--- config.mk ---
export PLATFORM = sky130hd
export DESIGN_NAME = ocpm_top
export DESIGN_NICKNAME = d
export VERILOG_FILES = /design/src/logic/ocpm_pkg.sv /design/src/logic/ocpm_top.sv /design/src/logic/ocpm_osc_stab.sv
export SDC_FILE = /design/constraint.sdc
export NUM_CORES = 1
export LEC_CHECK = 0
export ABC_AREA = 0
export BUFFER_PORTS_ARGS = -buffer_cell sky130_fd_sc_hd__buf_2
export CAP_MARGIN = 15
export CORE_ASPECT_RATIO = 1.2
export CORE_MARGIN = 5
export CORE_UTILIZATION = 51
export DETAILED_ROUTE_END_ITERATION = 12
export PLACE_DENSITY = 0.73
export RECOVER_POWER = 25
export SYNTH_ARGS = -nofsm -noshare
export SYNTH_HDL_FRONTEND = slang
export SYNTH_SLANG_ARGS = --single-unit
--- constraint.sdc ---
create_clock -name clk -period 4.4 [get_ports clk]
set_input_delay 0.44 -clock clk [delete_from_list [all_inputs] [get_ports clk]]
set_output_delay 0.44 -clock clk [all_outputs]
set_load 0.005 [all_outputs]
--- src/logic/ocpm_pkg.sv ---
// package: constants and carriers of the oscillator and power mode control
package ocpm_pkg;
    localparam int unsigned CLK_HZ = 25_000_000;
    localparam int unsigned SUB_HZ = 32_768;
    localparam int unsigned SUB_DIV = CLK_HZ / SUB_HZ;
    localparam int unsigned SUB_W = 10;
    localparam int unsigned SETTLE_CYC = 16;
    localparam int AW = 4;
    localparam int DW = 8;
    // register offsets
    localparam logic [AW-1:0] ADDR_FHI = 4'h0;
    localparam logic [AW-1:0] ADDR_FXT = 4'h1;
    localparam logic [AW-1:0] ADDR_SXT = 4'h2;
    localparam logic [AW-1:0] ADDR_STAT = 4'h3;
    // field positions; enable and stable bits shared by the three oscillator registers
    localparam int BIT_EN = 0;
    localparam int BIT_STABLE = 1;
    localparam int BIT_MODE = 2;
    localparam int FSEL_LO = 2;
    localparam int FSEL_HI = 3;
    localparam int STAT_SLOW = 3;
    localparam int STAT_BUSY = 4;
    // reset values
    localparam logic FHI_EN_RST = 1'b1;
    localparam logic [1:0] FSEL_RST = 2'h0;
    localparam logic FXT_EN_RST = 1'b0;
    localparam logic DRIVE_RST = 1'b0;
    localparam logic SXT_EN_RST = 1'b0;
    localparam logic SPEEDUP_RST = 1'b0;
    localparam logic [2:0] CKS_RST = 3'h0;
    // clock selection
    localparam logic [2:0] CKS_SLOW = 3'h7;
    localparam logic FSS_CRYSTAL = 1'b1;
    localparam logic [2:0] SWITCH_PERIODS = 3'h4;
    // applied fast internal frequency in MHz
    localparam logic [4:0] MHZ_8 = 5'h08;
    localparam logic [4:0] MHZ_12 = 5'h0c;
    localparam logic [4:0] MHZ_16 = 5'h10;

    typedef enum logic [4:0] {
        PM_RUN = 5'b00001,
        PM_SLEEP = 5'b00010,
        PM_IDLE_SUB_ONLY_MODE = 5'b00100,
        PM_IDLE_BOTH_CLOCKS_MODE = 5'b01000,
        PM_IDLE_FAST_ONLY_MODE = 5'b10000
    } ocpm_pmode_t;

    typedef enum logic [2:0] {
        SW_IDLE = 3'b001,
        SW_COUNT = 3'b010,
        SW_WAIT = 3'b100
    } ocpm_sw_t;

    typedef struct packed {
        logic fast_int;
        logic fast_xtal;
        logic slow_xtal;
        logic slow_int;
    } ocpm_ready_t;

    typedef struct packed {
        logic [2:0] cks;
        logic slow_source_select;
        logic fast_idle_enable;
        logic sub_idle_enable;
    } ocpm_scc_t;

    typedef struct packed {
        logic pdf_set;
        logic timeout_clr;
        logic wdt_clear;
    } ocpm_wdt_evt_t;
endpackage

--- src/logic/ocpm_top.sv ---
// module: oscillator enables, system clock switching and halt power modes
//
// Design decisions made here: the register addresses and the strobed register port.
`timescale 1ns/1ps
module ocpm_top
    import ocpm_pkg::*;
#(
    parameter int unsigned SETTLE = SETTLE_CYC
) (
    input wire logic clk,
    input wire logic nrst,
    input wire logic [AW-1:0] addr,
    input wire logic [DW-1:0] wdata,
    input wire logic wr,
    input wire logic rd,
    output logic [DW-1:0] rdata,
    input wire ocpm_scc_t system_clock_control_reg,
    input wire logic halt,
    input wire logic wake,
    input wire logic wdt_enabled,
    input wire logic crystal_pins_en,
    input wire logic hs_from_crystal,
    input wire ocpm_ready_t ready_pin,
    output logic fast_int_on,
    output logic fast_xtal_on,
    output logic slow_xtal_on,
    output logic [4:0] fast_int_mhz,
    output logic crystal_drive_mode,
    output logic slow_crystal_speedup,
    output logic sys_clk_en,
    output logic sys_is_slow,
    output logic fast_clk_run,
    output logic sub_clk_run,
    output logic hold_state,
    output logic wdt_run,
    output ocpm_wdt_evt_t wdt_evt,
    output ocpm_pmode_t pmode
);
    if (SUB_DIV > (1 << SUB_W) || SUB_DIV < 2) begin : g_chk
        $error("ocpm_top: subsystem divider does not fit");
    end

    localparam logic [SUB_W-1:0] SUB_LAST = SUB_W'(SUB_DIV - 1);

    function automatic logic [4:0] freq_mhz(input logic [1:0] code);
        case (code)
            2'h1: freq_mhz = MHZ_12;
            2'h2: freq_mhz = MHZ_16;
            default: freq_mhz = MHZ_8;
        endcase
    endfunction

    function automatic logic [5:0] div_mask(input logic [2:0] cks);
        div_mask = 6'((7'h01 << cks) - 7'h01);
    endfunction

    // ------------------------------------------------------------
    // pin synchronisers
    // ------------------------------------------------------------
    ocpm_ready_t rdy_s1_q;
    ocpm_ready_t rdy_q;

    always_ff @(posedge clk or negedge nrst) begin
        if (!nrst) begin
            rdy_s1_q <= '0;
            rdy_q <= '0;
        end else begin
            rdy_s1_q <= ready_pin;
            rdy_q <= rdy_s1_q;
        end
    end

    // ------------------------------------------------------------
    // oscillator control registers
    // ------------------------------------------------------------
    logic fhi_en_q;
    logic [1:0] fsel_q;
    logic fxt_en_q;
    logic drive_q;
    logic sxt_en_q;
    logic speedup_q;
    logic wr_fhi;
    logic wr_fxt;
    logic wr_sxt;
    logic fsel_restart;
    logic drive_lock;
    logic speedup_lock;

    assign wr_fhi = wr && addr == ADDR_FHI;
    assign wr_fxt = wr && addr == ADDR_FXT;
    assign wr_sxt = wr && addr == ADDR_SXT;
    assign fsel_restart = wr_fhi && wdata[FSEL_HI:FSEL_LO] != fsel_q;
    assign drive_lock = crystal_pins_en && fxt_en_q;
    assign speedup_lock = system_clock_control_reg.cks == CKS_SLOW && system_clock_control_reg.slow_source_select == FSS_CRYSTAL;

    always_ff @(posedge clk or negedge nrst) begin
        if (!nrst) begin
            fhi_en_q <= FHI_EN_RST;
            fsel_q <= FSEL_RST;
        end else if (wr_fhi) begin
            fhi_en_q <= wdata[BIT_EN];
            fsel_q <= wdata[FSEL_HI:FSEL_LO];
        end
    end

    always_ff @(posedge clk or negedge nrst) begin
        if (!nrst) begin
            fxt_en_q <= FXT_EN_RST;
            drive_q <= DRIVE_RST;
        end else if (wr_fxt) begin
            fxt_en_q <= wdata[BIT_EN];
            if (!drive_lock) begin
                drive_q <= wdata[BIT_MODE];
            end
        end
    end

    always_ff @(posedge clk or negedge nrst) begin
        if (!nrst) begin
            sxt_en_q <= SXT_EN_RST;
            speedup_q <= SPEEDUP_RST;
        end else if (wr_sxt) begin
            sxt_en_q <= wdata[BIT_EN];
            if (!speedup_lock) begin
                speedup_q <= wdata[BIT_MODE];
            end
        end
    end

    // ------------------------------------------------------------
    // stable flags
    // ------------------------------------------------------------
    logic fhi_stable;
    logic fxt_stable;
    logic sxt_stable;

    // a stopped fast clock also stops the oscillators behind it
    ocpm_osc_stab #(.SETTLE(SETTLE)) u_fhi (
        .clk(clk),
        .nrst(nrst),
        .en(fhi_en_q && fast_clk_run),
        .restart(fsel_restart),
        .ready(rdy_q.fast_int),
        .stable_q(fhi_stable)
    );

    ocpm_osc_stab #(.SETTLE(SETTLE)) u_fxt (
        .clk(clk),
        .nrst(nrst),
        .en(fxt_en_q && fast_clk_run),
        .restart(1'b0),
        .ready(rdy_q.fast_xtal),
        .stable_q(fxt_stable)
    );

    ocpm_osc_stab #(.SETTLE(SETTLE)) u_sxt (
        .clk(clk),
        .nrst(nrst),
        .en(sxt_en_q && sub_clk_run),
        .restart(1'b0),
        .ready(rdy_q.slow_xtal),
        .stable_q(sxt_stable)
    );

    // frequency moves only once the flag is high again
    always_ff @(posedge clk or negedge nrst) begin
        if (!nrst) begin
            fast_int_mhz <= MHZ_8;
        end else if (fhi_stable) begin
            fast_int_mhz <= freq_mhz(fsel_q);
        end
    end

    // ------------------------------------------------------------
    // system clock dividers and switching
    // ------------------------------------------------------------
    ocpm_sw_t sw_q;
    ocpm_pmode_t pm_q;
    logic [2:0] cks_act_q;
    logic fss_act_q;
    logic [2:0] sw_cnt_q;
    logic [5:0] div_q;
    logic [SUB_W-1:0] sub_q;
    logic fast_tick;
    logic sub_src_ok;
    logic sub_tick;
    logic cur_tick;
    logic req;
    logic tgt_stable;
    logic apply;

    assign fast_tick = div_q == div_mask(cks_act_q);
    assign sub_src_ok = fss_act_q == FSS_CRYSTAL ? sxt_stable : rdy_q.slow_int;
    assign sub_tick = sub_clk_run && sub_src_ok && sub_q == SUB_LAST;
    assign cur_tick = sys_is_slow ? sub_tick : fast_tick;
    assign req = system_clock_control_reg.cks != cks_act_q || (system_clock_control_reg.cks == CKS_SLOW && system_clock_control_reg.slow_source_select != fss_act_q);
    assign apply = sw_q == SW_WAIT && req && tgt_stable;

    always_comb begin
        if (system_clock_control_reg.cks == CKS_SLOW) begin
            tgt_stable = system_clock_control_reg.slow_source_select == FSS_CRYSTAL ? sxt_stable : rdy_q.slow_int;
        end else begin
            tgt_stable = hs_from_crystal ? fxt_stable : fhi_stable;
        end
    end

    // the fast divider restarts at a switch, so the first fast period of the new
    // setting is whole; the sub divider runs on, so a first slow period can be short
    always_ff @(posedge clk or negedge nrst) begin
        if (!nrst) begin
            div_q <= '0;
        end else if (apply || fast_tick) begin
            div_q <= '0;
        end else begin
            div_q <= div_q + 1'b1;
        end
    end

    always_ff @(posedge clk or negedge nrst) begin
        if (!nrst) begin
            sub_q <= '0;
        end else if (!sub_clk_run || !sub_src_ok || sub_q == SUB_LAST) begin
            sub_q <= '0;
        end else begin
            sub_q <= sub_q + 1'b1;
        end
    end

    // four current periods are counted before the target is taken
    always_ff @(posedge clk or negedge nrst) begin
        if (!nrst) begin
            sw_q <= SW_IDLE;
            sw_cnt_q <= '0;
        end else begin
            case (sw_q)
                SW_IDLE: begin
                    sw_cnt_q <= '0;
                    if (req && pm_q == PM_RUN) begin
                        sw_q <= SW_COUNT;
                    end
                end
                SW_COUNT: begin
                    if (sw_cnt_q == SWITCH_PERIODS) begin
                        sw_q <= SW_WAIT;
                    end else if (cur_tick && pm_q == PM_RUN) begin
                        sw_cnt_q <= sw_cnt_q + 1'b1;
                    end
                end
                SW_WAIT: begin
                    if (!req || apply) begin
                        sw_q <= SW_IDLE;
                    end
                end
                default: sw_q <= SW_IDLE;
            endcase
        end
    end

    always_ff @(posedge clk or negedge nrst) begin
        if (!nrst) begin
            cks_act_q <= CKS_RST;
            fss_act_q <= 1'b0;
            sys_is_slow <= 1'b0;
        end else if (apply) begin
            cks_act_q <= system_clock_control_reg.cks;
            fss_act_q <= system_clock_control_reg.slow_source_select;
            sys_is_slow <= system_clock_control_reg.cks == CKS_SLOW;
        end
    end

    always_ff @(posedge clk or negedge nrst) begin
        if (!nrst) begin
            sys_clk_en <= 1'b0;
        end else begin
            sys_clk_en <= pm_q == PM_RUN && cur_tick;
        end
    end

    // ------------------------------------------------------------
    // halt power modes
    // ------------------------------------------------------------
    // select and idle bits are taken in the halt cycle itself
    always_ff @(posedge clk or negedge nrst) begin
        if (!nrst) begin
            pm_q <= PM_RUN;
        end else begin
            case (pm_q)
                PM_RUN: begin
                    if (halt) begin
                        case ({system_clock_control_reg.fast_idle_enable, system_clock_control_reg.sub_idle_enable})
                            2'h0: pm_q <= PM_SLEEP;
                            2'h1: pm_q <= PM_IDLE_SUB_ONLY_MODE;
                            2'h3: pm_q <= PM_IDLE_BOTH_CLOCKS_MODE;
                            default: pm_q <= PM_IDLE_FAST_ONLY_MODE;
                        endcase
                    end
                end
                PM_SLEEP, PM_IDLE_SUB_ONLY_MODE, PM_IDLE_BOTH_CLOCKS_MODE, PM_IDLE_FAST_ONLY_MODE: begin
                    if (wake) begin
                        pm_q <= PM_RUN;
                    end
                end
                default: pm_q <= PM_RUN;
            endcase
        end
    end

    always_ff @(posedge clk or negedge nrst) begin
        if (!nrst) begin
            wdt_evt <= '0;
        end else begin
            wdt_evt.pdf_set <= pm_q == PM_RUN && halt;
            wdt_evt.timeout_clr <= pm_q == PM_RUN && halt;
            wdt_evt.wdt_clear <= pm_q == PM_RUN && halt;
        end
    end

    always_ff @(posedge clk or negedge nrst) begin
        if (!nrst) begin
            fast_clk_run <= 1'b1;
            sub_clk_run <= 1'b1;
            hold_state <= 1'b0;
            wdt_run <= 1'b0;
            pmode <= PM_RUN;
        end else begin
            fast_clk_run <= pm_q inside {PM_RUN, PM_IDLE_BOTH_CLOCKS_MODE, PM_IDLE_FAST_ONLY_MODE};
            sub_clk_run <= pm_q inside {PM_RUN, PM_IDLE_SUB_ONLY_MODE, PM_IDLE_BOTH_CLOCKS_MODE};
            hold_state <= pm_q != PM_RUN;
            wdt_run <= wdt_enabled;
            pmode <= pm_q;
        end
    end

    // oscillator power follows enable bits and the clocks still running
    always_ff @(posedge clk or negedge nrst) begin
        if (!nrst) begin
            fast_int_on <= 1'b0;
            fast_xtal_on <= 1'b0;
            slow_xtal_on <= 1'b0;
            crystal_drive_mode <= DRIVE_RST;
            slow_crystal_speedup <= SPEEDUP_RST;
        end else begin
            fast_int_on <= fhi_en_q && fast_clk_run;
            fast_xtal_on <= fxt_en_q && fast_clk_run;
            slow_xtal_on <= sxt_en_q && sub_clk_run;
            crystal_drive_mode <= drive_q;
            slow_crystal_speedup <= speedup_q;
        end
    end

    // ------------------------------------------------------------
    // register read port
    // ------------------------------------------------------------
    always_ff @(posedge clk or negedge nrst) begin
        if (!nrst) begin
            rdata <= '0;
        end else if (rd) begin
            case (addr)
                ADDR_FHI: rdata <= {4'h0, fsel_q, fhi_stable, fhi_en_q};
                ADDR_FXT: rdata <= {5'h00, drive_q, fxt_stable, fxt_en_q};
                ADDR_SXT: rdata <= {5'h00, speedup_q, sxt_stable, sxt_en_q};
                ADDR_STAT: rdata <= {3'h0, sw_q != SW_IDLE, sys_is_slow, cks_act_q};
                default: rdata <= '0;
            endcase
        end else begin
            rdata <= '0;
        end
    end

    // ------------------------------------------------------------
    // checks
    // ------------------------------------------------------------
    AST_FREQ_MAP: assert property (
        @(posedge clk) disable iff (!nrst)
        fhi_stable |=> fast_int_mhz == freq_mhz($past(fsel_q)))
        else $error("applied frequency does not match code");

    AST_FREQ_HOLD: assert property (
        @(posedge clk) disable iff (!nrst)
        !fhi_stable |=> $stable(fast_int_mhz))
        else $error("frequency changed before stable");

    AST_FHI_RESTART: assert property (
        @(posedge clk) disable iff (!nrst)
        fsel_restart |=> !fhi_stable [*2])
        else $error("stable flag not cleared on code change");

    AST_DRIVE_LOCK: assert property (
        @(posedge clk) disable iff (!nrst)
        wr_fxt && drive_lock |=> $stable(drive_q))
        else $error("drive mode changed while locked");

    AST_SPEEDUP_LOCK: assert property (
        @(posedge clk) disable iff (!nrst)
        wr_sxt && speedup_lock |=> $stable(speedup_q))
        else $error("speed-up changed while slow crystal selected");

    AST_SLOW_SOURCE: assert property (
        @(posedge clk) disable iff (!nrst)
        $rose(sys_is_slow) |-> $past(tgt_stable))
        else $error("slow switch without stable source");

    AST_SWITCH_DELAY: assert property (
        @(posedge clk) disable iff (!nrst)
        $changed(cks_act_q) |-> $past(sw_q == SW_WAIT && sw_cnt_q == SWITCH_PERIODS))
        else $error("switch taken before four periods");

    AST_SLEEP_ENTRY: assert property (
        @(posedge clk) disable iff (!nrst)
        pm_q == PM_RUN && halt && !system_clock_control_reg.fast_idle_enable && !system_clock_control_reg.sub_idle_enable
        |=> pm_q == PM_SLEEP ##1 (!sys_clk_en && !fast_clk_run && !sub_clk_run) [*3])
        else $error("sleep entry wrong");

    AST_IDLE_SUB_ONLY_MODE_ENTRY: assert property (
        @(posedge clk) disable iff (!nrst)
        pm_q == PM_RUN && halt && !system_clock_control_reg.fast_idle_enable && system_clock_control_reg.sub_idle_enable
        |=> pm_q == PM_IDLE_SUB_ONLY_MODE ##1 (!fast_clk_run && sub_clk_run && hold_state))
        else $error("idle_sub_only_mode entry wrong");

    AST_HALT_FLAGS: assert property (
        @(posedge clk) disable iff (!nrst)
        pm_q == PM_RUN && halt |=> wdt_evt == '1 ##1 wdt_evt == '0)
        else $error("halt flag pulses wrong");
endmodule

--- src/logic/ocpm_osc_stab.sv ---
// module: stable flag tracker of one oscillator
`timescale 1ns/1ps
module ocpm_osc_stab
    import ocpm_pkg::*;
#(
    parameter int unsigned SETTLE = SETTLE_CYC
) (
    input wire logic clk,
    input wire logic nrst,
    input wire logic en,
    input wire logic restart,
    input wire logic ready,
    output logic stable_q
);
    localparam int CW = $clog2(SETTLE + 1);
    localparam logic [CW-1:0] LOAD = CW'(SETTLE);

    if (SETTLE < 1) begin : g_chk
        $error("ocpm_osc_stab: SETTLE must be at least 1");
    end

    logic [CW-1:0] cnt_q;

    // the flag drops first and rises only after the oscillator has been
    // ready for a full settle time; a restart wins over a pending set
    always_ff @(posedge clk or negedge nrst) begin
        if (!nrst) begin
            cnt_q <= LOAD;
            stable_q <= 1'b0;
        end else if (!en || restart) begin
            cnt_q <= LOAD;
            stable_q <= 1'b0;
        end else if (!ready) begin
            cnt_q <= LOAD;
        end else if (cnt_q != '0) begin
            cnt_q <= cnt_q - 1'b1;
        end else begin
            stable_q <= 1'b1;
        end
    end
endmodule

==> results.cfg, run 1 <==
[floorplanning]
dieArea_sq_um = 10100
boundaryPins = 63
die_h_um = 109
core-area_sq_um = 8060
start_util_pct = 52.0
core.rowCount = 36
die_x_um = 92.8

[synth]
synthArstFlopShare_pct = 100
synthesis.instances = 383
ys_types = 50
seq_area_frac_synth_pct = 53.4
syn_area_sq_um = 4190
ys_dominant_reg_cell = dfrtp_1
synth_edf_count = 0
syn_avg_cell_area_sq_um = 10.9
yosys_warnings = 0
ys_seq_elements = 89

[drt]
first_pass_iters = 4
drtIter0Drc = 129
vias = 2867
drc = 0
ant_nets = 0
via_per_inst = 5.34
wl_um = 7610
wl_per_cell_um = 14.2

[placed_design]
hpwl_um = 5570
gp_congestion = 0.853
port_buffers = 52
dpl_worst_slack_ps = 1730

[cells_and_area]
nets = 480
layout_commonest_cell = dfrtp_1
layout-drive-gt1-share_pct = 22.4
diodes = 0
mostFrequentLayoutCells = dfrtp_1, buf_2, nor2_1
syn2layout_area_growth_pct = 11.8

[timing]
setup_viol = 0
clock_skew_ps = 8.81
fin_crit_ps = 2700
post-route-period-util_pct = 61.3
worst_slack_ps = 1700
fmax_ghz = 0.371
rsz0062_at_grt = no
drv_slew = 42
fin_setup_tns_ps = 0
slew_headroom_pct = -45.3
tightest_slew_ps = 2180
hold_viol = 0

[clocking]
cts.sinks = 89
ctsHtreeMaxLevel = 3
cts-hold-fix-buffers = 0
clock-root-buffer = clkbuf_8
cts_tree = yes
path_clk_slew_ps = 90
cts_resized = 0
clk-insertion-delay-late_ps = 360
cts_made_buffers = 9
clock_path_buffers = 2
cts_setup_buffers = 0

[worst_setup_path]
path_max_fanout = 13
cp.required_ps = 4640
cp.arrival_ps = 2930
cp-start-kind = register
end_kind = register
criticalPathCategory = register to register

[run_status]
status = finished, violations left
violations = max-capacitance violations, max-slew violations

[global_routing]
grt_antenna_before_repair = 0
grt_pass1_vias = 2771
grt_overflow = 0
track_usage_pct = 16.3
grt_pass1_wl_um = 13000
grt_max_degree = 50

[power_and_ir_drop]
pwr-share-clk_pct = 19.6
p_per_area_nw_per_um2 = 554
combinationalPowerShare_pct = 33.4
peakVddDrop_v = 0.000350
leakagePower_uw = 0.00219
netSwitchingFraction_pct = 35.8
p_switching_uw = 929
p_int_uw = 1670
power_uw = 2600
power_frac_seq_pct = 47.0

[job]
maxCapViolCount = 1

[worst_hold_path]
hp-class = input pin to register
==> worst max-delay path, stage by stage, from the launching register on <==
cell and delay [ps]:
dfrtp_1 520, or3_1 400, ha_1 270, nor4b_2 280, nor2_1 80, a31o_1 270
o31ai_4 270, nand3_2 160, mux2_4 320
==> per-stage QoR <==
stage	hold slack [ps]	cells	util, %	area (sq um)
6_report	186	537	58.1	4690
3_3_place_gp	333	520	55.9	4500
3_5_place_dp	340	520	55.9	4500
4_1_cts	56.5	536	58.1	4690
2_1_floorplan	144	387	-	4210
5_1_grt	171	537	58.1	4690
==> cell families (layout without fill, tap and decap cells) <==
family	Yosys count	count (layout)	share of synthesized area [%]
AND/OR/NAND/NOR	140	140	17.2
flip-flops	89	89	53.4
AO/OA/AOI/OAI	47	47	7.43
XOR/XNOR	35	35	7.31
buffers and inverters	31	86	3.67
multiplexers	28	28	7.34
adder cells (fa/ha/maj)	12	12	3.58
other	1	5	0.0894
==> cell usage after synthesis, types with 2 or more instances <==
| library cell | count | area share [%] |
|---|---|---|
| xor2_1 | 15 | 3.1 |
| nor3_1 | 15 | 1.8 |
| clkbuf_1 | 4 | 0.36 |
| nor3b_1 | 3 | 0.54 |
| dfstp_2 | 10 | 6.3 |
| a211oi_1 | 2 | 0.36 |
| and3_1 | 3 | 0.45 |
| nor2_1 | 46 | 4.1 |
| inv_1 | 15 | 1.3 |
| and2_1 | 5 | 0.75 |
| o22a_1 | 3 | 0.63 |
| o21bai_1 | 3 | 0.54 |
| nor4b_1 | 3 | 0.63 |
| or3_1 | 6 | 0.90 |
| nand4_1 | 3 | 0.45 |
| nor2b_1 | 3 | 0.45 |
| nand3b_1 | 4 | 0.72 |
| xnor2_1 | 20 | 4.2 |
| ha_1 | 12 | 3.6 |
| mux2_2 | 14 | 3.8 |
| mux2_1 | 4 | 1.1 |
| buf_4 | 7 | 1.3 |
| o22ai_1 | 2 | 0.30 |
| nand3_1 | 14 | 1.7 |
| o21a_1 | 2 | 0.36 |
| o32a_1 | 2 | 0.48 |
| nand2_1 | 22 | 2.0 |
| and4_1 | 2 | 0.42 |
| mux2i_1 | 9 | 2.1 |
| buf_2 | 3 | 0.36 |
| a21oi_1 | 15 | 1.8 |
| dfrtp_1 | 79 | 47 |
| o21ai_0 | 11 | 1.3 |
| nand2b_1 | 6 | 0.90 |
==> final timing paths <==
path                            slack, ps    startpoint  depth (start not counted)        endpoint
worst max-delay path                 1700  cks_act_q[1]                          8     sw_cnt_q[1]
worst min-delay path                  190  ready_pin[3]                          1     rdy_s1_q[3]
worst max register to register       1700  cks_act_q[1]                          8     sw_cnt_q[1]
worst min register to register        360   rdy_s1_q[3]                          0        rdy_q[3]
max in group asynchronous            2090          nrst                          2       fss_act_q
min in group asynchronous             710          nrst                          1  u_fhi.cnt_q[2]
==> sequential cells by signal (all words and copies together), names as in the netlist, 2 cells and up <==
name          cells
sub_q            10
div_q             6
pm_q              5
pmode             5
rdata             5
u_fhi.cnt_q       5
u_fxt.cnt_q       5
u_sxt.cnt_q       5
rdy_q             4
rdy_s1_q          4
cks_act_q         3
fast_int_mhz      3
sw_cnt_q          3
sw_q              3
fsel_q            2
==> power by group through the flow <==
stage	Combinational, uW	Sequential, uW	Clock, uW
final	867	1220	509
after global routing	982	1250	562
after CTS	879	1220	529
after detailed placement	874	1240	0
after global placement	849	1230	0
after floorplan	695	1170	0
==> layer usage <==
layer	GRT usage, %	vias up	wire [um]	part of all wire, %
li1	-	1407	-	-
met1	21.2	1389	3490	46
met2	26.8	58	3650	48
met3	3.63	13	349	4.6
met4	6.39	0	120	1.6
met5	0	-	0	0
==> layout make-up <==
class / instances / area (sq um)
timing repair buffer: 54 / 272
fill: 680 / 3380
inverter: 16 / 60.1
multi-input combinational: 267 / 1810
tap: 95 / 119
clock buffer: 12 / 155
clock inverter: 4 / 27.5
sequential: 89 / 2240
No activity file was read; power rests on OpenSTA's default activity.
==> run 2: changes to the inputs <==
- PLACE_DENSITY: 0.73 -> 0.75
- clock period: 4.4 -> 2.38 ns (I/O delays scaled with it)
==> run 2 against run 1 <==
The flow now finishes without violations. Clock skew is 1.6 ps higher. Sequential power increased by 83%. Sequential share of layout area shrank 2.3 points. Power is 100% higher.
==> results.cfg, run 2 (synthesis results as in run 1) <==
[drt]
wl_um = 7910
vias = 2904
ant_nets = 0
first_pass_iters = 4
via_per_inst = 5.26
drtIter0Drc = 139
drc = 0
wl_per_cell_um = 14.3

[power_and_ir_drop]
power_frac_seq_pct = 42.8
netSwitchingFraction_pct = 33.5
pwr-share-clk_pct = 23.5
peakVddDrop_v = 0.000673
p_int_uw = 3470
power_uw = 5220
leakagePower_uw = 0.00230
combinationalPowerShare_pct = 33.7
p_switching_uw = 1750
p_per_area_nw_per_um2 = 1060

[worst_setup_path]
path_cells = or3_4, ha_4, nor4b_4, nor2_1, a31o_1, o31ai_4, nand3_2, mux2_4
reg2reg_to = sw_cnt_q[1]
crit_path_end = sw_cnt_q[1]
path_max_fanout = 5
reg2reg_from = cks_act_q[0]
cp.required_ps = 2610
cp-start-kind = register
criticalPathCategory = register to register
crit_start = cks_act_q[0]
crit_path_top_delay_cell = or3_4
r2r_cells = 8
critPathMaxStageDelay_ps = 410
end_kind = register
ff2ff_setup_slack_ps = 50
cp.arrival_ps = 2560

[clocking]
cts_made_buffers = 9
cts_tree = yes
cts.sinks = 89
ctsHtreeMaxLevel = 3
clock_path_buffers = 2
clock-root-buffer = clkbuf_8
path_clk_slew_ps = 90
clk-insertion-delay-late_ps = 340

[placed_design]
placed_cell_area_sq_um = 4580
port_buffers = 52
gp_congestion = 0.876
hpwl_um = 5820
dpl_worst_slack_ps = -3.61

[global_routing]
track_usage_pct = 17.2
grt_overflow = 0
grt_max_degree = 41
grtUsageMet1_pct = 21.9
use_met2_pct = 29.1
grt_pass1_wl_um = 13900
grtUsageMet3_pct = 3.76
grt_antenna_before_repair = 0
grt-busiest-layer = met2
grt_pass1_vias = 2999

[cells_and_area]
layout-drive-gt1-share_pct = 23.2
diodes = 0
stdcell_area_sq_um = 4920
top_regs = sub_q x10, div_q x6
regMostFlops = sub_q
nets = 495
mostFrequentLayoutCells = dfrtp_1, buf_2, nor2_1
largest_register_ffs = 10
layout_commonest_cell = dfrtp_1
syn2layout_area_growth_pct = 17.3
nFillCells = 658

[job]
maxCapViolCount = 0

[timing]
rsz0062_at_grt = yes
hold_viol = 0
fmax_ghz = 0.429
fin_setup_tns_ps = 0
worst_slack_ps = 49.2
post-route-period-util_pct = 97.9
clock_skew_ps = 10.4
tightest_slew_ps = 1380
slew_headroom_pct = 8.25
drv_slew = 0
setup_viol = 0
fin_crit_ps = 2330

[floorplanning]
boundaryPins = 63
start_util_pct = 52.0
dieArea_sq_um = 10100
die_x_um = 92.8
core.rowCount = 36
core-area_sq_um = 8060
die_h_um = 109

[run_status]
status = completed

[worst_hold_path]
hp-class = input pin to register
[run 2: cell count changes in the layout (fill, tap and decap cells not counted), sizes merged]
cell         change
buf              +9
dlygate4sd3      +6
clkinv           -1
clkinvlp         -3
clkbuf           +1
bufinv           +3
[run 2: worst min-delay path by stage]
stage | slack (ps) | depth (start not counted) | endpoint | startpoint
4_1_cts | 50 | 2 | pm_q[0] | halt
3_3_place_gp | 160 | 1 | fast_int_mhz[2] | nrst
2_1_floorplan | -60 | 0 | cks_act_q[0] | nrst
5_1_grt | 70 | 2 | pm_q[0] | halt
6_report | 80 | 2 | pm_q[0] | halt
3_5_place_dp | 160 | 1 | fsel_q[1] | nrst
[run 2: metrics by stage]
step,utilization (%),instances,hold slack [ps]
after global placement,56.8,528,163
after CTS,60.7,550,53.6
final,61.0,552,80.4
after global routing,61.0,552,68.6
after detailed placement,56.8,528,161
after floorplan,-,387,-57.6
[run 2: area by class of cell]
| cell class | instances | area, sq um | share of cell area (%) |
|---|---|---|---|
| Timing Repair Buffer | 69 | 417 | 8.47 |
| Inverter | 16 | 60.1 | 1.22 |
| Tap cell | 95 | 119 | 2.42 |
| Sequential cell | 89 | 2240 | 45.5 |
| Clock buffer | 13 | 149 | 3.03 |
| Clock inverter | 3 | 90.1 | 1.83 |
| Multi-Input combinational cell | 267 | 1850 | 37.5 |
[run 2: routing by layer]
layer | vias to the layer above | routed length (um) | share of wire, %
met2 | 53 | 3890 | 49
li1 | 1441 | - | -
met4 | 0 | 95 | 1.2
met5 | - | 0 | 0
met1 | 1402 | 3590 | 45
met3 | 8 | 339 | 4.3
[run 2: repair_timing]
| action | CTS | global route |
|---|---|---|
| setup endpoints to repair | 1 | 5 |
| hold buffers | 6 | 0 |
| setup buffers | 0 | 2 |
| pin swaps | 0 | 4 |
| resized for setup | 2 | 3 |
| hold endpoints to repair | 25 | 0 |
[run 2: power by group through the flow]
stage,logic [uW],clock network (uW),registers (uW)
after global placement,1660,0,2250
after CTS,1770,1260,2240
after detailed placement,1720,0,2270
after floorplan,1290,0,2160
final,1760,1230,2230
after global routing,1990,1330,2290
[run 2: critical path: cells and delay by family (launching register included)]
family          cells  cell delay, ps
mux                 1             310
compound gates      2             490
simple gates        4             840
fa+ha+maj           1             200
flops               1             390
==> run 3: changes to the inputs <==
- GPL_TIMING_DRIVEN: default -> 0
==> run 3 against run 2 <==
Largest cell class unchanged. Hold slack worse by 13 ps. Critical path depth did not move. Register-to-register slack got worse by 110 ps. Clock power about the same. Final cell count up 2.7%. Flip-flop and latch count unchanged. Die area unchanged. Non-clock buffer count increased by 15. Critical endpoint unchanged. Worst setup slack got worse by 110 ps. The flow now finishes with violations (max-capacitance violations, max-slew violations, negative setup slack). First-iteration DRC count down 6.5%. Core utilization increased by 1.4 points.
==> results.cfg, run 3 (synthesis results as in run 1) <==
[worst_setup_path]
cp.required_ps = 2620
path_max_fanout = 5
cp-start-kind = register
r2r_cells = 8
cp.arrival_ps = 2680
reg2reg_to = sw_cnt_q[1]
reg2reg_from = cks_act_q[1]
criticalPathCategory = register to register
ff2ff_setup_slack_ps = -60
end_kind = register

[clocking]
clk-insertion-delay-late_ps = 360
path_clk_slew_ps = 90
ctsHtreeMaxLevel = 3
cts_made_buffers = 9
clock-root-buffer = clkbuf_8
cts.sinks = 89
cts_tree = yes
clock_path_buffers = 2

[job]
maxCapViolCount = 1

[cells_and_area]
diodes = 0
layout-drive-gt1-share_pct = 26.5
nets = 510
multiInputGateArea_sq_um = 1850
mostFrequentLayoutCells = dfrtp_1, buf_2, nor2_1
largest_register_ffs = 10
seq_area_sq_um = 2240
nFillCells = 661
top_regs = sub_q x10, div_q x6
utilization_pct = 62.5
syn2layout_area_growth_pct = 20.1
regMostFlops = sub_q
stdcell_area_sq_um = 5040
layout_commonest_cell = dfrtp_1

[global_routing]
grt_max_degree = 64
grt_pass1_vias = 3104
grt_overflow = 0
grt_pass1_wl_um = 14300
track_usage_pct = 17.8
grt_antenna_before_repair = 0

[timing]
drv_slew = 27
tightest_slew_ps = 1520
worst_slack_ps = -63.1
fin_crit_ps = 2440
fin_setup_tns_ps = -88.3
whs_ps = 67.2
fmax_ghz = 0.409
hold_viol = 0
clock_skew_ps = 12.1
slew_headroom_pct = -1.16
setup_viol = 3
rsz0062_at_grt = yes
post-route-period-util_pct = 103

[power_and_ir_drop]
peakVddDrop_v = 0.000748
p_per_area_nw_per_um2 = 1060
power_uw = 5350
leakagePower_uw = 0.00237

[drt]
ant_nets = 0
wl_per_cell_um = 14.5
drc = 0
via_per_inst = 5.32
wl_um = 8230
first_pass_iters = 4
drtIter0Drc = 130
vias = 3016

[worst_hold_path]
hp-class = input pin to register
min_path_cells = 2
hold_path_end = pm_q[0]
worst_hold_startpoint = halt

[floorplanning]
boundaryPins = 63
core.rowCount = 36
die_x_um = 92.8
start_util_pct = 52.0
core-area_sq_um = 8060
die_h_um = 109
dieArea_sq_um = 10100

[placed_design]
gp_congestion = 0.848
hpwl_um = 5750
placed_cell_area_sq_um = 4620
port_buffers = 52

[run_status]
violations = max-capacitance violations, max-slew violations, negative setup slack
status = finished, violations left
-- run 3: cell count changes in the layout (fill, tap and decap cells not counted) --
cell	change
inv_6	+3
and2_4	+1
dfrtp_1	-1
buf_4	+10
buf_12	-1
dfrtp_2	+1
clkbuf_8	-1
dfstp_1	-2
and2_1	-1
dfstp_2	+2
buf_16	+1
buf_2	+2
clkinvlp_4	+1
-- run 3: timing repair --
action	CTS	global route
setup buffers	9	5
setup endpoints to repair	9	10
pin swaps	7	7
hold endpoints to repair	27	0
hold buffers	6	0
resized for setup	6	3
-- run 3: final cells by class --
class	instances	share of cell area (%)
buffer	12	1.44
clock buffer	9	2.46
clock inverter	7	2.46
inverter	16	1.19
multi-input combinational	267	36.7
sequential	89	44.5
tap	95	2.36
timing repair buffer	72	8.89
-- run 3: how the worst max path moves through the flow --
stage / from / end / slack (ps) / cells past startpoint
5_1_grt: cks_act_q[1] / sw_cnt_q[1] / -130 / 8
3_3_place_gp: cks_act_q[1] / sw_cnt_q[1] / -250 / 9
6_report: cks_act_q[1] / sw_cnt_q[1] / -60 / 8
3_5_place_dp: cks_act_q[1] / sw_cnt_q[1] / -280 / 9
2_1_floorplan: cks_act_q[1] / sw_cnt_q[1] / -50 / 9
4_1_cts: cks_act_q[1] / sw_cnt_q[1] / -130 / 9
-- run 3: power breakdown --
part | internal (uW) | switching, uW | total (uW)
combinational | 899 | 984 | 1880
clock | 708 | 551 | 1260
sequential | 1900 | 304 | 2200
total | 3510 | 1840 | 5350
-- run 3: worst max-delay path, cell delays in order (launching register included) --
cell and delay [ps]:
dfrtp_1 420, or3_4 410, ha_4 200, nor4b_4 240, nor2_1 80, a31o_1 270, o31ai_4 250, nand3_2 130
mux2_4 330
-- run 3: per-layer routing --
layer | track usage, % | vias up | share of wire, %
met5 | 0 | - | 0
met4 | 6.60 | 0 | 1.3
met3 | 3.76 | 7 | 4.2
met2 | 30.8 | 64 | 51
met1 | 22.0 | 1471 | 44
li1 | - | 1474 | -
-- run 3: stage by stage --
step,instances,worst slack [ps]
2_1_floorplan,387,-50.6
6_report,567,-63.1
5_1_grt,567,-129
3_5_place_dp,535,-279
4_1_cts,565,-132
3_3_place_gp,534,-245
